[src/rtl/bridge_irq_pkg.sv]
// Constants, register map and carrier types for the bridge interrupt block
package bridge_irq_pkg;

    // ------------------------------------------------------------------
    // Sizes
    // ------------------------------------------------------------------
    localparam int unsigned MBOX_COUNT = 16;
    localparam int unsigned INT_LINES = 4;

    // ------------------------------------------------------------------
    // Byte offsets in the configuration window
    // ------------------------------------------------------------------
    localparam logic [7:0] OFS_PCI_STATUS = 8'h48;
    localparam logic [7:0] OFS_PCI_CONFIG = 8'h4C;
    localparam logic [7:0] OFS_LOCAL_STATUS = 8'h76;
    localparam logic [7:0] OFS_LOCAL_MASK = 8'h77;
    localparam logic [7:0] OFS_PCI_MBX_WR = 8'hD0;
    localparam logic [7:0] OFS_PCI_MBX_RD = 8'hD2;
    localparam logic [7:0] OFS_LOCAL_MBX_WR = 8'hD4;
    localparam logic [7:0] OFS_LOCAL_MBX_RD = 8'hD6;
    localparam logic [7:0] OFS_MBX_STATUS_WR = 8'hD8;
    localparam logic [7:0] OFS_MBX_STATUS_RD = 8'hDA;

    // ------------------------------------------------------------------
    // Field positions
    // ------------------------------------------------------------------
    localparam int unsigned ST_MAILBOX_BIT = 31;
    localparam int unsigned ST_LOCAL_BIT = 30;
    localparam int unsigned ST_OUT_POST_BIT = 27;
    localparam int unsigned ST_DMA_CHANNEL_ONE_IRQ_BIT = 25;
    localparam int unsigned ST_DMA_CHANNEL_ZERO_IRQ_BIT = 24;
    localparam int unsigned CFG_MAILBOX_EN_BIT = 31;
    localparam int unsigned CFG_LOCAL_EN_BIT = 30;
    localparam int unsigned CFG_OUT_POST_EN_BIT = 27;
    localparam int unsigned CFG_DMA_CHANNEL_ONE_IRQ_EN_BIT = 25;
    localparam int unsigned CFG_DMA_CHANNEL_ZERO_IRQ_EN_BIT = 24;
    localparam int unsigned LM_MAILBOX_BIT = 7;
    localparam int unsigned LANE_BITS = 8;
    localparam int unsigned HALF_BITS = 16;

    // Routed status bits that exist (diagonal positions are not routes)
    localparam logic [15:0] ROUTE_MASK = 16'h7BDE;
    // Bits of the PCI status word that are not reserved
    localparam logic [31:0] PCI_STATUS_VALID = 32'hCB00_7BDE;
    // Reserved bit 26 of the configuration word is not stored
    localparam logic [31:0] CFG_WRITABLE = 32'hFBFF_FFFF;

    // ------------------------------------------------------------------
    // Reset values
    // ------------------------------------------------------------------
    localparam logic [31:0] CFG_RESET = 32'h0000_0000;
    localparam logic [7:0] MASK_RESET = 8'h00;
    localparam logic [15:0] MBX_EN_RESET = 16'h0000;

    // ------------------------------------------------------------------
    // Carriers
    // ------------------------------------------------------------------
    typedef struct packed {
        logic [7:0] addr;
        logic wr;
        logic rd;
        logic [3:0] be;
        logic [31:0] wdata;
    } cfg_req_t;

    typedef struct packed {
        logic pci_read_error;
        logic pci_write_error;
        logic pci_interrupt;
        logic parity_error;
        logic inbound_queue_write;
        logic dma_channel_one_irq;
        logic dma_channel_zero_irq;
    } local_events_t;

    typedef struct packed {
        logic [MBOX_COUNT-1:0] pci_wr;
        logic [MBOX_COUNT-1:0] pci_rd;
        logic [MBOX_COUNT-1:0] local_wr;
        logic [MBOX_COUNT-1:0] local_rd;
    } mbox_events_t;

endpackage

[src/rtl/bridge_irq_status_mask.sv]
// Interrupt status, mask and mailbox enable logic of the bus bridge
`timescale 1ns/1ps
module bridge_irq_status_mask
    import bridge_irq_pkg::*;
#(
    parameter int unsigned MBOXES = MBOX_COUNT
) (
    input wire logic mclk_in,
    input wire logic rst_in,
    input wire cfg_req_t cfg_req_in,
    output logic [31:0] cfg_rdata_out,
    output logic cfg_rvalid_out,
    input wire mbox_events_t mbox_ev_in,
    input wire local_events_t local_ev_in,
    input wire logic out_post_not_empty_in,
    input wire logic [INT_LINES-1:0] int_lines_in,
    output logic [INT_LINES-1:0] int_request_out,
    output logic pci_irq_out,
    output logic local_irq_out
);
    // ------------------------------------------------------------------
    // Decode helpers
    // ------------------------------------------------------------------
    function automatic logic word_hit(input logic [7:0] addr, input logic [7:0] ofs);
        return addr[7:2] == ofs[7:2];
    endfunction

    function automatic logic [31:0] lane_mask(input logic [3:0] be);
        logic [31:0] m;
        m = '0;
        for (int i = 0; i < 4; i++) begin
            m[i*LANE_BITS +: LANE_BITS] = {LANE_BITS{be[i]}};
        end
        return m;
    endfunction

    function automatic logic [31:0] merge(input logic [31:0] old, input cfg_req_t r);
        return (old & ~lane_mask(r.be)) | (r.wdata & lane_mask(r.be));
    endfunction

    // ------------------------------------------------------------------
    // Register state
    // ------------------------------------------------------------------
    logic [31:0] cfg_q;
    logic local_direct_q;
    logic [7:0] local_mask_q;
    logic [MBOXES-1:0] pci_mbx_wr_en_q;
    logic [MBOXES-1:0] pci_mbx_rd_en_q;
    logic [MBOXES-1:0] local_mbx_wr_en_q;
    logic [MBOXES-1:0] local_mbx_rd_en_q;
    logic [31:0] rdata_q;
    logic rvalid_q;
    logic pci_irq_q;
    logic local_irq_q;
    logic [INT_LINES-1:0] int_request_q;

    logic [31:0] wmask;
    logic wr_status;
    logic wr_config;
    logic wr_local;
    logic wr_pci_mbx;
    logic wr_local_mbx;
    logic wr_mbx_status;

    assign wmask = lane_mask(cfg_req_in.be);
    assign wr_status = cfg_req_in.wr && word_hit(cfg_req_in.addr, OFS_PCI_STATUS);
    assign wr_config = cfg_req_in.wr && word_hit(cfg_req_in.addr, OFS_PCI_CONFIG);
    assign wr_local = cfg_req_in.wr && word_hit(cfg_req_in.addr, OFS_LOCAL_MASK);
    assign wr_pci_mbx = cfg_req_in.wr && word_hit(cfg_req_in.addr, OFS_PCI_MBX_WR);
    assign wr_local_mbx = cfg_req_in.wr && word_hit(cfg_req_in.addr, OFS_LOCAL_MBX_WR);
    assign wr_mbx_status = cfg_req_in.wr && word_hit(cfg_req_in.addr, OFS_MBX_STATUS_WR);

    // ------------------------------------------------------------------
    // Software-written registers
    // ------------------------------------------------------------------
    always_ff @(posedge mclk_in or posedge rst_in) begin
        if (rst_in) begin
            cfg_q <= CFG_RESET;
        end else if (wr_config) begin
            cfg_q <= merge(cfg_q, cfg_req_in) & CFG_WRITABLE;
        end
    end

    // Direct request from the local master; lane 3 carries bit 30
    always_ff @(posedge mclk_in or posedge rst_in) begin
        if (rst_in) begin
            local_direct_q <= 1'b0;
        end else if (wr_status && wmask[ST_LOCAL_BIT]) begin
            local_direct_q <= cfg_req_in.wdata[ST_LOCAL_BIT];
        end
    end

    // Mask sits in lane 3 of the word that also holds the local status
    always_ff @(posedge mclk_in or posedge rst_in) begin
        if (rst_in) begin
            local_mask_q <= MASK_RESET;
        end else if (wr_local && cfg_req_in.be[3]) begin
            local_mask_q <= cfg_req_in.wdata[3*LANE_BITS +: LANE_BITS];
        end
    end

    // Write-event enables in the low half, read-event enables in the high half
    always_ff @(posedge mclk_in or posedge rst_in) begin
        if (rst_in) begin
            pci_mbx_wr_en_q <= MBX_EN_RESET;
            pci_mbx_rd_en_q <= MBX_EN_RESET;
        end else if (wr_pci_mbx) begin
            {pci_mbx_rd_en_q, pci_mbx_wr_en_q} <= merge({pci_mbx_rd_en_q, pci_mbx_wr_en_q},
                                                         cfg_req_in);
        end
    end

    always_ff @(posedge mclk_in or posedge rst_in) begin
        if (rst_in) begin
            local_mbx_wr_en_q <= MBX_EN_RESET;
            local_mbx_rd_en_q <= MBX_EN_RESET;
        end else if (wr_local_mbx) begin
            {local_mbx_rd_en_q, local_mbx_wr_en_q} <= merge({local_mbx_rd_en_q,
                                                             local_mbx_wr_en_q},
                                                            cfg_req_in);
        end
    end

    // ------------------------------------------------------------------
    // Mailbox request status
    // ------------------------------------------------------------------
    // Kept apart by origin so each side is interrupted only by the other
    logic [2*MBOXES-1:0] pci_origin;
    logic [2*MBOXES-1:0] local_origin;
    logic [2*MBOXES-1:0] mbx_clear;
    logic [MBOXES-1:0] mailbox_write_status;
    logic [MBOXES-1:0] mailbox_read_status;
    logic mailbox_pending;

    assign mbx_clear = wr_mbx_status ? (cfg_req_in.wdata & wmask) : '0;

    sticky_flags #(.WIDTH(2*MBOXES)) u_pci_origin (
        .mclk_in(mclk_in),
        .rst_in(rst_in),
        .set_in({mbox_ev_in.pci_rd & pci_mbx_rd_en_q,
                 mbox_ev_in.pci_wr & pci_mbx_wr_en_q}),
        .clr_in(mbx_clear),
        .flags_out(pci_origin)
    );

    sticky_flags #(.WIDTH(2*MBOXES)) u_local_origin (
        .mclk_in(mclk_in),
        .rst_in(rst_in),
        .set_in({mbox_ev_in.local_rd & local_mbx_rd_en_q,
                 mbox_ev_in.local_wr & local_mbx_wr_en_q}),
        .clr_in(mbx_clear),
        .flags_out(local_origin)
    );

    assign mailbox_write_status = pci_origin[MBOXES-1:0] | local_origin[MBOXES-1:0];
    assign mailbox_read_status = pci_origin[2*MBOXES-1:MBOXES]
                               | local_origin[2*MBOXES-1:MBOXES];
    // Drops only when both status halves are fully cleared
    assign mailbox_pending = |{mailbox_write_status, mailbox_read_status};

    // ------------------------------------------------------------------
    // INTA..INTD cross-routing
    // ------------------------------------------------------------------
    logic [INT_LINES*INT_LINES-1:0] route_set;
    logic [INT_LINES*INT_LINES-1:0] route_status;
    logic [INT_LINES-1:0] route_target;

    irq_route_matrix #(.LINES(INT_LINES)) u_route (
        .lines_in(int_lines_in),
        .enable_in(cfg_q[INT_LINES*INT_LINES-1:0] & ROUTE_MASK),
        .status_in(route_status),
        .set_out(route_set),
        .target_out(route_target)
    );

    sticky_flags #(.WIDTH(INT_LINES*INT_LINES)) u_route_status (
        .mclk_in(mclk_in),
        .rst_in(rst_in),
        .set_in(route_set),
        .clr_in(wr_status ? (cfg_req_in.wdata[HALF_BITS-1:0] & wmask[HALF_BITS-1:0]
                             & ROUTE_MASK) : '0),
        .flags_out(route_status)
    );

    // ------------------------------------------------------------------
    // Status words
    // ------------------------------------------------------------------
    logic [31:0] pci_status;
    logic [7:0] local_status;

    always_comb begin
        pci_status = '0;
        pci_status[ST_MAILBOX_BIT] = mailbox_pending;
        pci_status[ST_LOCAL_BIT] = local_direct_q;
        pci_status[ST_OUT_POST_BIT] = out_post_not_empty_in;
        pci_status[ST_DMA_CHANNEL_ONE_IRQ_BIT] = local_ev_in.dma_channel_one_irq;
        pci_status[ST_DMA_CHANNEL_ZERO_IRQ_BIT] = local_ev_in.dma_channel_zero_irq;
        pci_status[HALF_BITS-1:0] = route_status & ROUTE_MASK;
    end

    assign local_status = {mailbox_pending, local_ev_in};

    // ------------------------------------------------------------------
    // Interrupt outputs
    // ------------------------------------------------------------------
    logic local_mbx_term;
    logic local_event_term;
    logic pci_irq_d;
    logic local_irq_d;

    assign local_mbx_term = local_mask_q[LM_MAILBOX_BIT] & (|pci_origin);
    // Error, PCI forward, queue write and DMA enables share one gate
    assign local_event_term = |(local_ev_in & local_mask_q[LM_MAILBOX_BIT-1:0]);
    assign local_irq_d = local_mbx_term | local_event_term;
    assign pci_irq_d = (cfg_q[CFG_MAILBOX_EN_BIT] & (|local_origin))
                     | (cfg_q[CFG_LOCAL_EN_BIT] & local_direct_q)
                     | (cfg_q[CFG_OUT_POST_EN_BIT] & out_post_not_empty_in)
                     | (cfg_q[CFG_DMA_CHANNEL_ONE_IRQ_EN_BIT] & local_ev_in.dma_channel_one_irq)
                     | (cfg_q[CFG_DMA_CHANNEL_ZERO_IRQ_EN_BIT] & local_ev_in.dma_channel_zero_irq);

    always_ff @(posedge mclk_in or posedge rst_in) begin
        if (rst_in) begin
            pci_irq_q <= 1'b0;
            local_irq_q <= 1'b0;
            int_request_q <= '0;
        end else begin
            pci_irq_q <= pci_irq_d;
            local_irq_q <= local_irq_d;
            int_request_q <= route_target;
        end
    end

    // ------------------------------------------------------------------
    // Read port
    // ------------------------------------------------------------------
    // One cycle of latency; unmapped words read as zero
    always_ff @(posedge mclk_in or posedge rst_in) begin
        if (rst_in) begin
            rdata_q <= '0;
            rvalid_q <= 1'b0;
        end else begin
            rvalid_q <= cfg_req_in.rd;
            if (!cfg_req_in.rd) begin
                rdata_q <= '0;
            end else if (word_hit(cfg_req_in.addr, OFS_PCI_STATUS)) begin
                rdata_q <= pci_status;
            end else if (word_hit(cfg_req_in.addr, OFS_PCI_CONFIG)) begin
                rdata_q <= cfg_q;
            end else if (word_hit(cfg_req_in.addr, OFS_LOCAL_STATUS)) begin
                rdata_q <= {local_mask_q, local_status, 16'h0000};
            end else if (word_hit(cfg_req_in.addr, OFS_PCI_MBX_RD)) begin
                rdata_q <= {pci_mbx_rd_en_q, pci_mbx_wr_en_q};
            end else if (word_hit(cfg_req_in.addr, OFS_LOCAL_MBX_RD)) begin
                rdata_q <= {local_mbx_rd_en_q, local_mbx_wr_en_q};
            end else if (word_hit(cfg_req_in.addr, OFS_MBX_STATUS_RD)) begin
                rdata_q <= {mailbox_read_status, mailbox_write_status};
            end else begin
                rdata_q <= '0;
            end
        end
    end

    assign cfg_rdata_out = rdata_q;
    assign cfg_rvalid_out = rvalid_q;
    assign pci_irq_out = pci_irq_q;
    assign local_irq_out = local_irq_q;
    assign int_request_out = int_request_q;
endmodule // bridge_irq_status_mask

[src/rtl/irq_route_matrix.sv]
// INTA..INTD cross-routing: set terms and per-output requests
`timescale 1ns/1ps
module irq_route_matrix #(
    parameter int unsigned LINES = 4
) (
    input wire logic [LINES-1:0] lines_in,
    input wire logic [LINES*LINES-1:0] enable_in,
    input wire logic [LINES*LINES-1:0] status_in,
    output logic [LINES*LINES-1:0] set_out,
    output logic [LINES-1:0] target_out
);
    // Bit b routes source b%LINES into target b/LINES; the diagonal is unused
    for (genvar b = 0; b < LINES*LINES; b++) begin : g_route
        if ((b % LINES) != (b / LINES)) begin : g_live
            assign set_out[b] = enable_in[b] & lines_in[b % LINES];
        end else begin : g_dead
            assign set_out[b] = 1'b0;
        end
    end

    for (genvar t = 0; t < LINES; t++) begin : g_target
        assign target_out[t] = |(status_in[t*LINES +: LINES] & ~(LINES'(1) << t));
    end
endmodule // irq_route_matrix

[src/rtl/sticky_flags.sv]
// Sticky flag vector: hardware sets, software clears, set wins
`timescale 1ns/1ps
module sticky_flags #(
    parameter int unsigned WIDTH = 16
) (
    input wire logic mclk_in,
    input wire logic rst_in,
    input wire logic [WIDTH-1:0] set_in,
    input wire logic [WIDTH-1:0] clr_in,
    output logic [WIDTH-1:0] flags_out
);
    logic [WIDTH-1:0] flags_q;

    // An event in the clearing cycle survives the clear
    always_ff @(posedge mclk_in or posedge rst_in) begin
        if (rst_in) begin
            flags_q <= '0;
        end else begin
            flags_q <= (flags_q & ~clr_in) | set_in;
        end
    end

    assign flags_out = flags_q;
endmodule // sticky_flags

[config.mk]
export PLATFORM = sky130hd
export DESIGN_NAME = bridge_irq_status_mask
export DESIGN_NICKNAME = d
export VERILOG_FILES = /design/src/rtl/bridge_irq_pkg.sv /design/src/rtl/bridge_irq_status_mask.sv /design/src/rtl/irq_route_matrix.sv /design/src/rtl/sticky_flags.sv
export SDC_FILE = /design/constraint.sdc
export NUM_CORES = 1
export LEC_CHECK = 0
export ABC_AREA = 1
export BUFFER_PORTS_ARGS = -buffer_cell sky130_fd_sc_hd__buf_4
export CORE_UTILIZATION = 58
export CTS_BUF_LIST = sky130_fd_sc_hd__clkbuf_8
export DETAILED_ROUTE_END_ITERATION = 8
export MAX_ROUTING_LAYER = met4
export PLACE_DENSITY = 0.9
export SLEW_MARGIN = 20
export SYNTH_ARGS = -nofsm -noshare
export SYNTH_HDL_FRONTEND = slang
export SYNTH_SLANG_ARGS = --single-unit
[constraint.sdc]
create_clock -name mclk_in -period 10.9 [get_ports mclk_in]
set_clock_uncertainty 0.2 [all_clocks]
set_input_delay 3.27 -clock mclk_in [delete_from_list [all_inputs] [get_ports mclk_in]]
set_output_delay 3.27 -clock mclk_in [all_outputs]
set_load 0.01 [all_outputs]
==> key figures, run 1 <==
Power and ir drop
  – Pint: ~0.0014 W
  – Combinational power share: 0.109
  – Leakage: 5.74 nW
  – Peak VDD IR: about 0.14 mV
  – Sequential Power Share: 0.516
  – Switch Pwr: approximately 0.0005 W
  – Clk pwr share: 0.375
  – Power Density: 160 nW/um^2
  – Net Sw Frac: 0.272

Layout
  – Area grow syn2layout: 20.5%
  – Ant diodes: 0
  – Share of layout cells above drive strength 1: 0.173
  – Fillcell total: ~1300
  – Post-route cell area: 11800 um^2
  – Register area: around 5500 um^2
  – Nets: 1480
  – Multi-input logic area: 3680 um^2

Synthesis
  – Post-synthesis simple-gate area fraction: 0.212
  – Xor-xnor portion of the synthesized cell area: 0
  – Syn_nets: 1317
  – Adder-cell share of the synthesized area: 0
  – Compound-cell area share of the yosys netlist: 0.163
  – Synth unique cells: 33
  – Main combinational cell family by area after synthesis: simple AND/OR/NAND/NOR gates
  – Leading area contributor after synthesis: dfrtp_1
  – Register area share after synthesis: 0.558
  – Synth warnings: 0
  – Cell area after synthesis: 9830 um^2
  – Mux contribution to synthesized area: 0
  – Synth Instances: 1193
  – Top cells by area, synth: dfrtp_1 56%, nand2_1 13%, o21ai_0 11%, inv_1 4.7%, nor2_1 3.6%
  – FF+latch count, synth: 219
  – Share of the synthesized area in the top cell type: 0.558
  – Syn_area_per_cell: approximately 8.2 um^2

GRT
  – Largest net degree at the start of global routing: 141
  – GRT Overall Usage: 0.346
  – Met2 Track Usage GR: 0.519
  – Vias in the first global route: 8866
  – Global route hottest layer: met2
  – First-pass GRT wire length: approximately 45000 um
  – Met3 usage: 0.0834
  – Total gr overflow: 0
  – Met1 global-route usage: 0.450
  – Antenna violations before repair: 0

Clocking
  – TritonCTS Buffers: 36
  – H-tree depth: 2
  – CTS tree: built
  – Postcts setup bufs: 0
  – # hold bufs at CTS: 0
  – Reg clk slew, reported paths: around 60 ps
  – CTS sink count: 219
  – Clock root buffer master: clkbuf_8
  – Cts repair resizes: 0
  – Clk buf depth: 3
  – Worst skew pair latency: 530 ps

Die
  – Full die area: 17500 um^2
  – Die Span X: about 130 um
  – # IOs: ~160
  – Cell Rows: 47
  – Initial Util: 0.593
  – Die Ht: 132 um
  – Core Area: 16600 um^2

Setup path
  – Critical path type: input port to register
  – CP max-delay cell: nor2_2
  – Worst Setup SP: cfg_req_in[45]
  – Worst Path Max Fanout: 15
  – Worst path most repeated cell: inv_1
  – Crit path DAT: 5920 ps
  – Critical-path cell list: buf_4 -> inv_1 -> nand2_1 -> inv_1 -> nand3_2 -> nor2_2 -> inv_1 -> nand2_1 -> inv_1 -> o21ai_0 -> a21oi_1
  – CP Launch Type: input port
  – Crit path largest cell delay: between 600 and 700 ps
  – Buf+Inv Stages, Crit Path: 5
  – Worst R2R Start: u_pci_origin.flags_out[12]
  – CP Capture Type: register
  – CP delay by family, top: simple AND/OR/NAND/NOR gates
  – Worst EP required: 11090 ps

Timing
  – Setup TNS: 0 ps
  – Pins Over Slew Limit: 0
  – Least-Margin Pin Slew: between 1000 and 1500 ps
  – Post-layout min period: 5730 ps
  – Hold Violations, Final: 0
  – Tcrit/Tclk final: 0.526
  – Fmax achieved: roughly 170 MHz
  – # setup viols final: 0
  – Relative slew slack: 0.307
  – Final Hold Slack: 288 ps
  – RSZ-0062 raised after global routing: false

Place
  – Port buffer count: between 150 and 200
  – DP Area: 11100 um^2
  – GP Congestion: 0.923
  – HPWL after DPL: about 20000 um

Detailed routing
  – Drt pass-1 iters: 5
  – Via density: 5.77
  – Initial drt markers: ~1100
  – Routed vias: just over 9000
  – Final ANT Viol Nets: 0
  – DRC viols: 0
  – Final WL: around 29000 um
  – Routed length per instance: ~18 um

Job
  – Max cap viols: 0

Status
  – Status: finished clean

Hold path
  – Worst Hold Class: register to register
[cells in the mapped netlist]
| master | n |
|---|---|
| a21oi_1 | 44 |
| nand3_2 | 1 |
| o21bai_1 | 6 |
| or3_1 | 4 |
| buf_1 | 3 |
| nand2_2 | 5 |
| o21ai_1 | 13 |
| nor2_2 | 4 |
| a221oi_1 | 1 |
| o21ai_0 | 214 |
| nand3_1 | 10 |
| or2_2 | 7 |
| nor3_2 | 1 |
| nor3_1 | 13 |
| o22ai_1 | 1 |
| o211ai_1 | 16 |
| nand2_1 | 347 |
| clkbuf_1 | 12 |
| inv_2 | 3 |
| clkbuf_2 | 1 |
| nor2_1 | 95 |
| nand4_1 | 7 |
| a211oi_1 | 1 |
| nor2_4 | 5 |
| buf_6 | 3 |
| o21a_1 | 5 |
| inv_1 | 123 |
| buf_4 | 4 |
| a22o_1 | 2 |
| dfrtp_1 | 219 |
| nor4_1 | 8 |
| buf_2 | 14 |
| nand2_4 | 1 |
[power by group through the flow]
stage                     Clock, W  Sequential [W]  Combinational (W)
after floorplan                  0        0.000964           0.000116
after CTS                 0.000710        0.000972           0.000204
after global placement           0        0.000980           0.000191
after global routing      0.000745        0.000985           0.000233
final                     0.000710        0.000976           0.000206
after detailed placement         0        0.000985           0.000201
[placed cells by master, fill, tap and decap left out, drive strengths merged, types with 14 or more instances in the layout]
cell	netlist	final
inv	126	137
buf	24	162
o21ai	227	227
o211ai	16	16
clkbuf	13	45
a21oi	44	44
dfrtp	219	219
nor3	14	14
nor2	104	104
nand2	353	353
[metal layers]
metal	wire, um	vias up	part of all wire
met4	1220	0	0.042
met3	3300	101	0.11
met1	11200	4345	0.39
met5	0	-	0
met2	13100	574	0.46
li1	-	4194	-
[per-stage QoR]
stage / total power (W) / cells / utilization / setup WS (ps)
CTS: 0.00189 / 1597 / 0.714 / 5400
floorplan: 0.00108 / 1193 / - / 1440
detailed placement: 0.00119 / 1538 / 0.672 / 4870
finish: 0.00189 / 1597 / 0.714 / 5170
global route: 0.00196 / 1597 / 0.714 / 5130
global placement: 0.00117 / 1538 / 0.672 / 4900
[cell type report]
cell class	instances	share of cell area
repair buffers	162	0.103
well taps	220	0.0232
clock buffers	45	0.0523
clock inverters	14	0.00687
multi-input cells	811	0.311
inverters	126	0.0406
flip-flops and latches	219	0.463
[cell families (layout without fill, tap and decap cells)]
kind of cell           after synthesis  after routing
buffers and inverters              163            347
AO/OA/AOI/OAI                      303            303
AND/OR/NAND/NOR                    508            508
flip-flops                         219            219
[worst reg2reg max path: cells and delay by family (launching register included)]
| kind | cells | cell delay, ps |
|---|---|---|
| simple gates | 3 | 920 |
| flops | 1 | 400 |
| compound gates | 1 | 410 |
[worst paths after layout]
| kind | depth (start not counted) | slack (ps) | endpoint |
|---|---|---|---|
| max | 11 | 5170 | cfg_rdata_out[16] |
| min in group asynchronous | 2 | 2770 | asynchronous set/reset pin |
| min reg2reg | 1 | 290 | register |
| min | 1 | 290 | register |
| max in group asynchronous | 3 | 6470 | asynchronous set/reset pin |
| max reg2reg | 4 | 8850 | local_irq_out |
No activity file was read; power rests on OpenSTA's default activity.
==> run 2, diff against run 1 <==
--- a/config.mk
+++ b/config.mk
@@ -7,11 +7,11 @@
 export LEC_CHECK = 0
 export ABC_AREA = 1
 export BUFFER_PORTS_ARGS = -buffer_cell sky130_fd_sc_hd__buf_4
-export CORE_UTILIZATION = 58
+export CORE_UTILIZATION = 53
 export CTS_BUF_LIST = sky130_fd_sc_hd__clkbuf_8
 export DETAILED_ROUTE_END_ITERATION = 8
 export MAX_ROUTING_LAYER = met4
-export PLACE_DENSITY = 0.9
+export PLACE_DENSITY = 0.87
 export SLEW_MARGIN = 20
 export SYNTH_ARGS = -nofsm -noshare
 export SYNTH_HDL_FRONTEND = slang
==> constraint.sdc (replaced) <==
create_clock -name mclk_in -period 5.17 [get_ports mclk_in]
set_clock_uncertainty 0.2 [all_clocks]
set_input_delay 1.551 -clock mclk_in [delete_from_list [all_inputs] [get_ports mclk_in]]
set_output_delay 1.551 -clock mclk_in [all_outputs]
set_load 0.01 [all_outputs]
==> key figures, run 2 (synthesis results as in run 1) <==
Die
  – Full die area: 19100 um^2
  – # IOs: 163
  – Cell Rows: 49
  – Initial Util: 0.543
  – Die Ht: 138 um
  – Core Area: 18100 um^2
  – Die Span X: 138 um

Layout
  – Area grow syn2layout: 21.0%
  – Most frequent cells in the layout: 347 x nand2_1, 219 x dfrtp_1, 214 x o21ai_0
  – Multi-input logic area: 3680 um^2
  – Register area: about 5500 um^2
  – Share of layout cells above drive strength 1: 0.175
  – Non-Filler Instances: ~1600
  – Commonest non-fill, non-tap cell in the layout: nand2_1
  – Fillcell total: 1419
  – Nets: 1485
  – Ant diodes: 0

Timing
  – Tcrit/Tclk final: 0.679
  – Pins Over Slew Limit: 0
  – Final WS setup: ~1700 ps
  – Relative slew slack: 0.448
  – Final Hold Slack: 279 ps
  – Hold Violations, Final: 0
  – Post-layout min period: 3510 ps
  – Least-Margin Pin Slew: just over 800 ps
  – Setup TNS: 0 ps
  – RSZ-0062 raised after global routing: false
  – # setup viols final: 0
  – Fmax achieved: 285 MHz

Detailed routing
  – Final ANT Viol Nets: 0
  – Routed length per instance: roughly 18 um
  – Drt pass-1 iters: 7
  – Routed vias: 9182
  – Initial drt markers: 1203
  – Via density: 5.69
  – Met3 wire len: approximately 3300 um
  – Highest routed layer: met4
  – Final WL: 28900 um
  – Wl on met1: 11100 um
  – Met2 wire length: approximately 13000 um
  – DRC viols: 12

Setup path
  – Critical path type: input port to register
  – Worst EP required: about 5400 ps
  – R2R Path End: pci_irq_out
  – Worst Path Max Fanout: 14
  – Worst R2R Start: u_local_origin.flags_out[12]
  – Reg2Reg Depth: 4
  – CP Capture Type: register
  – R2R Setup Slk: 3150 ps
  – CP Launch Type: input port
  – Crit path DAT: about 3700 ps

GRT
  – First-pass GRT wire length: 45500 um
  – Largest net degree at the start of global routing: 114
  – Total gr overflow: 0
  – GRT Overall Usage: 0.319
  – Antenna violations before repair: 0
  – Vias in the first global route: 8895

Place
  – GP Congestion: a little over 0.9
  – Pre-CTS setup slack: 1210 ps
  – Port buffer count: 160
  – HPWL after DPL: 20300 um
  – Placed cells: 1552

Clocking
  – H-tree depth: 2
  – Worst skew pair latency: 540 ps
  – # hold bufs at CTS: 0
  – Reg clk slew, reported paths: 60 ps
  – Postcts setup bufs: 0
  – Clk buf depth: 3
  – CTS tree: built
  – Clock root buffer master: clkbuf_8
  – Cts repair resizes: 0
  – CTS sink count: 219
  – TritonCTS Buffers: 36

Hold path
  – Worst Hold Class: register to register
  – Worst hold endpoint: int_request_out[2]
  – Worst hold start: u_route_status.flags_out[8]
  – Hold Path Cell Cnt: 1

Job
  – Max cap viols: 0

Status
  – Violated checks: design-rule violations
  – Status: finished with violations

Power and ir drop
  – Peak VDD IR: 0.197 mV
  – Power Density: approximately 330 nW/um^2
  – Leakage: 5.76 nW
run 2: cell count changes in the layout (fill, tap and decap cells not counted), sizes merged:
cell	change
buf	+5
clkinvlp	+4
clkinv	-1
clkbuf	-1
bufinv	-1
inv	+2
run 2: layer usage:
metal	GRT usage	vias to the layer above
met5	-	-
met4	0.127	0
met1	0.406	4336
met3	0.0752	108
met2	0.495	539
li1	-	4199
run 2: critical path, stage by stage:
cell     delay (ps)
buf_4           110
inv_1            40
nand2_1          40
inv_1            90
nand3_2         420
nor2_2          630
nand2_1         410
o21ai_0         300
o21ai_0         120
run 2: layout make-up:
| cell class | count | area share |
|---|---|---|
| flip-flops and latches | 219 | 0.461 |
| multi-input cells | 811 | 0.310 |
| repair buffers | 167 | 0.108 |
| clock buffers | 44 | 0.0509 |
| inverters | 126 | 0.0401 |
| well taps | 229 | 0.0241 |
| clock inverters | 18 | 0.00674 |
run 2: how the worst max path moves through the flow:
| stage | from | to | slack [ps] | cells past startpoint |
|---|---|---|---|---|
| after CTS | cfg_req_in[45] | u_route_status.flags_out[3] | 1720 | 9 |
| after floorplan | rst_in | asynchronous set/reset pin | 560 | 1 |
| after detailed placement | cfg_req_in[45] | u_route_status.flags_out[1] | 1210 | 9 |
| after global placement | cfg_req_in[45] | u_route_status.flags_out[6] | 1220 | 9 |
| after global routing | cfg_req_in[45] | u_route_status.flags_out[1] | 1390 | 9 |
| final | cfg_req_in[45] | u_route_status.flags_out[1] | 1660 | 9 |
run 2: per-stage QoR:
| step | utilization | area (um^2) | total power, W |
|---|---|---|---|
| global placement | 0.619 | 11200 | 0.00248 |
| global route | 0.657 | 11900 | 0.00409 |
| finish | 0.657 | 11900 | 0.00394 |
| floorplan | - | 9830 | 0.00228 |
| CTS | 0.657 | 11900 | 0.00393 |
| detailed placement | 0.619 | 11200 | 0.00250 |
run 2: report_power, final:
group	total [W]	internal, W	switching [W]
Sequential	0.00206	0.00191	0.000152
Combinational	0.000430	0.000174	0.000256
Clock	0.00145	0.000767	0.000687
Total	0.00394	0.00285	0.00110
==> run 3, diff against run 2 <==
--- a/config.mk
+++ b/config.mk
@@ -7,11 +7,11 @@
 export LEC_CHECK = 0
 export ABC_AREA = 1
 export BUFFER_PORTS_ARGS = -buffer_cell sky130_fd_sc_hd__buf_4
-export CORE_UTILIZATION = 53
+export CORE_UTILIZATION = 58
 export CTS_BUF_LIST = sky130_fd_sc_hd__clkbuf_8
 export DETAILED_ROUTE_END_ITERATION = 8
 export MAX_ROUTING_LAYER = met4
-export PLACE_DENSITY = 0.87
+export PLACE_DENSITY = 0.9
 export SLEW_MARGIN = 20
 export SYNTH_ARGS = -nofsm -noshare
 export SYNTH_HDL_FRONTEND = slang
==> constraint.sdc (replaced) <==
create_clock -name mclk_in -period 3.3 [get_ports mclk_in]
set_clock_uncertainty 0.2 [all_clocks]
set_input_delay 0.99 -clock mclk_in [delete_from_list [all_inputs] [get_ports mclk_in]]
set_output_delay 0.99 -clock mclk_in [all_outputs]
set_load 0.01 [all_outputs]
==> key figures, run 3 (synthesis results as in run 1) <==
Timing
  – Fmax achieved: 395 MHz
  – Relative slew slack: 0.576
  – RSZ-0062 raised after global routing: false
  – Post-layout min period: 2530 ps
  – Pins Over Slew Limit: 0
  – Final WS setup: 770 ps
  – Least-Margin Pin Slew: 634 ps
  – # setup viols final: 0
  – Tcrit/Tclk final: 0.767
  – Hold Violations, Final: 0

Detailed routing
  – Initial drt markers: 1489
  – Routed vias: 9507
  – Via density: between 5 and 6
  – Drt pass-1 iters: 5
  – Final WL: 29900 um
  – DRC viols: 0
  – Final ANT Viol Nets: 0
  – Routed length per instance: ~19 um

GRT
  – GRT Overall Usage: 0.358
  – Antenna violations before repair: 0
  – Total gr overflow: 0
  – Largest net degree at the start of global routing: 59
  – First-pass GRT wire length: 46800 um
  – Vias in the first global route: 9311

Layout
  – Utilization after layout: 0.724
  – Area grow syn2layout: 22.2%
  – Multi-input logic area: 3680 um^2
  – Ant diodes: 0
  – Fillcell total: 1232
  – Register area: ~5500 um^2
  – Most frequent cells in the layout: 347 x nand2_1, 219 x dfrtp_1, 214 x o21ai_0
  – Non-Filler Instances: 1614
  – Share of layout cells above drive strength 1: 0.184
  – Post-route cell area: 12000 um^2
  – Nets: 1502
  – Commonest non-fill, non-tap cell in the layout: nand2_1

Setup path
  – R2R Path End: local_irq_out
  – CP Launch Type: input port
  – Worst Path Max Fanout: 16
  – Crit path largest cell delay: 350 ps
  – Worst EP required: 3460 ps
  – CP Capture Type: register
  – Worst path most repeated cell: nand2_1
  – R2R Setup Slk: roughly 1300 ps
  – Worst R2R Start: u_pci_origin.flags_out[12]
  – Reg2Reg Depth: 4
  – Critical path type: input port to register
  – Crit path DAT: 2690 ps
  – Critical-path cell list: buf_4 -> inv_1 -> nand2_1 -> nor2_2 -> nand2_2 -> nor2_2 -> nand2_1 -> nand2_1 -> o21ai_0
  – CP max-delay cell: nand2_1

Power and ir drop
  – Pint: 0.00445 W
  – Sequential Power Share: 0.526
  – Net Sw Frac: 0.275
  – Overall Power: 0.00614 W
  – Leakage: between 5 and 6 nW
  – Clk pwr share: 0.360
  – Power Density: 512 nW/um^2
  – Switch Pwr: roughly 0.0017 W
  – Combinational power share: 0.114
  – Peak VDD IR: 0.362 mV

Die
  – Die Ht: 132 um
  – Full die area: around 17000 um^2
  – Die Span X: between 100 and 150 um
  – Initial Util: 0.593
  – Core Area: 16600 um^2
  – # IOs: 163
  – Cell Rows: between 40 and 50

Clocking
  – Worst skew pair latency: around 520 ps
  – # hold bufs at CTS: 0
  – H-tree depth: 2
  – Clk buf depth: 3
  – Reg clk slew, reported paths: 60 ps
  – Cts repair resizes: 0
  – CTS sink count: 219
  – Postcts setup bufs: 0
  – Clock root buffer master: clkbuf_8
  – CTS tree: built
  – TritonCTS Buffers: 37

Hold path
  – Worst hold endpoint: int_request_out[3]
  – Hold Path Cell Cnt: 1
  – Worst Hold Class: register to register
  – Worst hold start: u_route_status.flags_out[12]

Job
  – Max cap viols: 0

Place
  – Placed cells: between 1500 and 2000
  – DP Area: 11400 um^2
  – Pre-CTS setup slack: between 300 and 400 ps
  – GP Congestion: 0.945
  – HPWL after DPL: 21000 um
  – Port buffer count: 160

Status
  – Status: finished clean
run 3: layout make-up:
class,count,share of cell area
clock buffers,44,0.0504
clock inverters,11,0.00365
inverters,126,0.0397
multi-input cells,811,0.306
flip-flops and latches,219,0.456
well taps,220,0.0229
repair buffers,183,0.121
run 3: worst max-delay path by stage:
| stage | start | endpoint | slack [ps] | depth (start not counted) |
|---|---|---|---|---|
| 3_3_place_gp | cfg_req_in[43] | register | 440 | 9 |
| 6_report | cfg_req_in[43] | register | 770 | 9 |
| 5_1_grt | cfg_req_in[41] | local_mask_q[5] | 690 | 9 |
| 4_1_cts | cfg_req_in[43] | register | 850 | 9 |
| 2_1_floorplan | rst_in | asynchronous set/reset pin | -740 | 1 |
| 3_5_place_dp | cfg_req_in[43] | register | 360 | 9 |
run 3: power groups by stage:
| stage | Sequential [W] | Combinational, W | Clock (W) |
|---|---|---|---|
| 3_3_place_gp | 0.00324 | 0.000646 | 0 |
| 4_1_cts | 0.00322 | 0.000691 | 0.00222 |
| 6_report | 0.00323 | 0.000699 | 0.00221 |
| 3_5_place_dp | 0.00325 | 0.000682 | 0 |
| 5_1_grt | 0.00326 | 0.000781 | 0.00234 |
| 2_1_floorplan | 0.00318 | 0.000384 | 0 |
run 3: routing by layer:
layer | vias up | GRT usage | wire length (um)
li1 | 4236 | - | -
met1 | 4435 | 0.458 | 11300
met3 | 133 | 0.0657 | 3350
met4 | 0 | 0.197 | 1540
met5 | - | - | 0
met2 | 703 | 0.543 | 13700
run 3: stage by stage:
step	TNS (ps)	hold WS (ps)
after floorplan	-162960	244
after global placement	0	262
after detailed placement	0	274
after CTS	0	288
after global routing	0	304
final	0	277
run 3: critical path, delay by kind of cell:
kind / cells / cell delay, ps
AO/OA/AOI/OAI: 1 / 100
AND/OR/NAND/NOR: 6 / 1410
buffers and inverters: 2 / 200
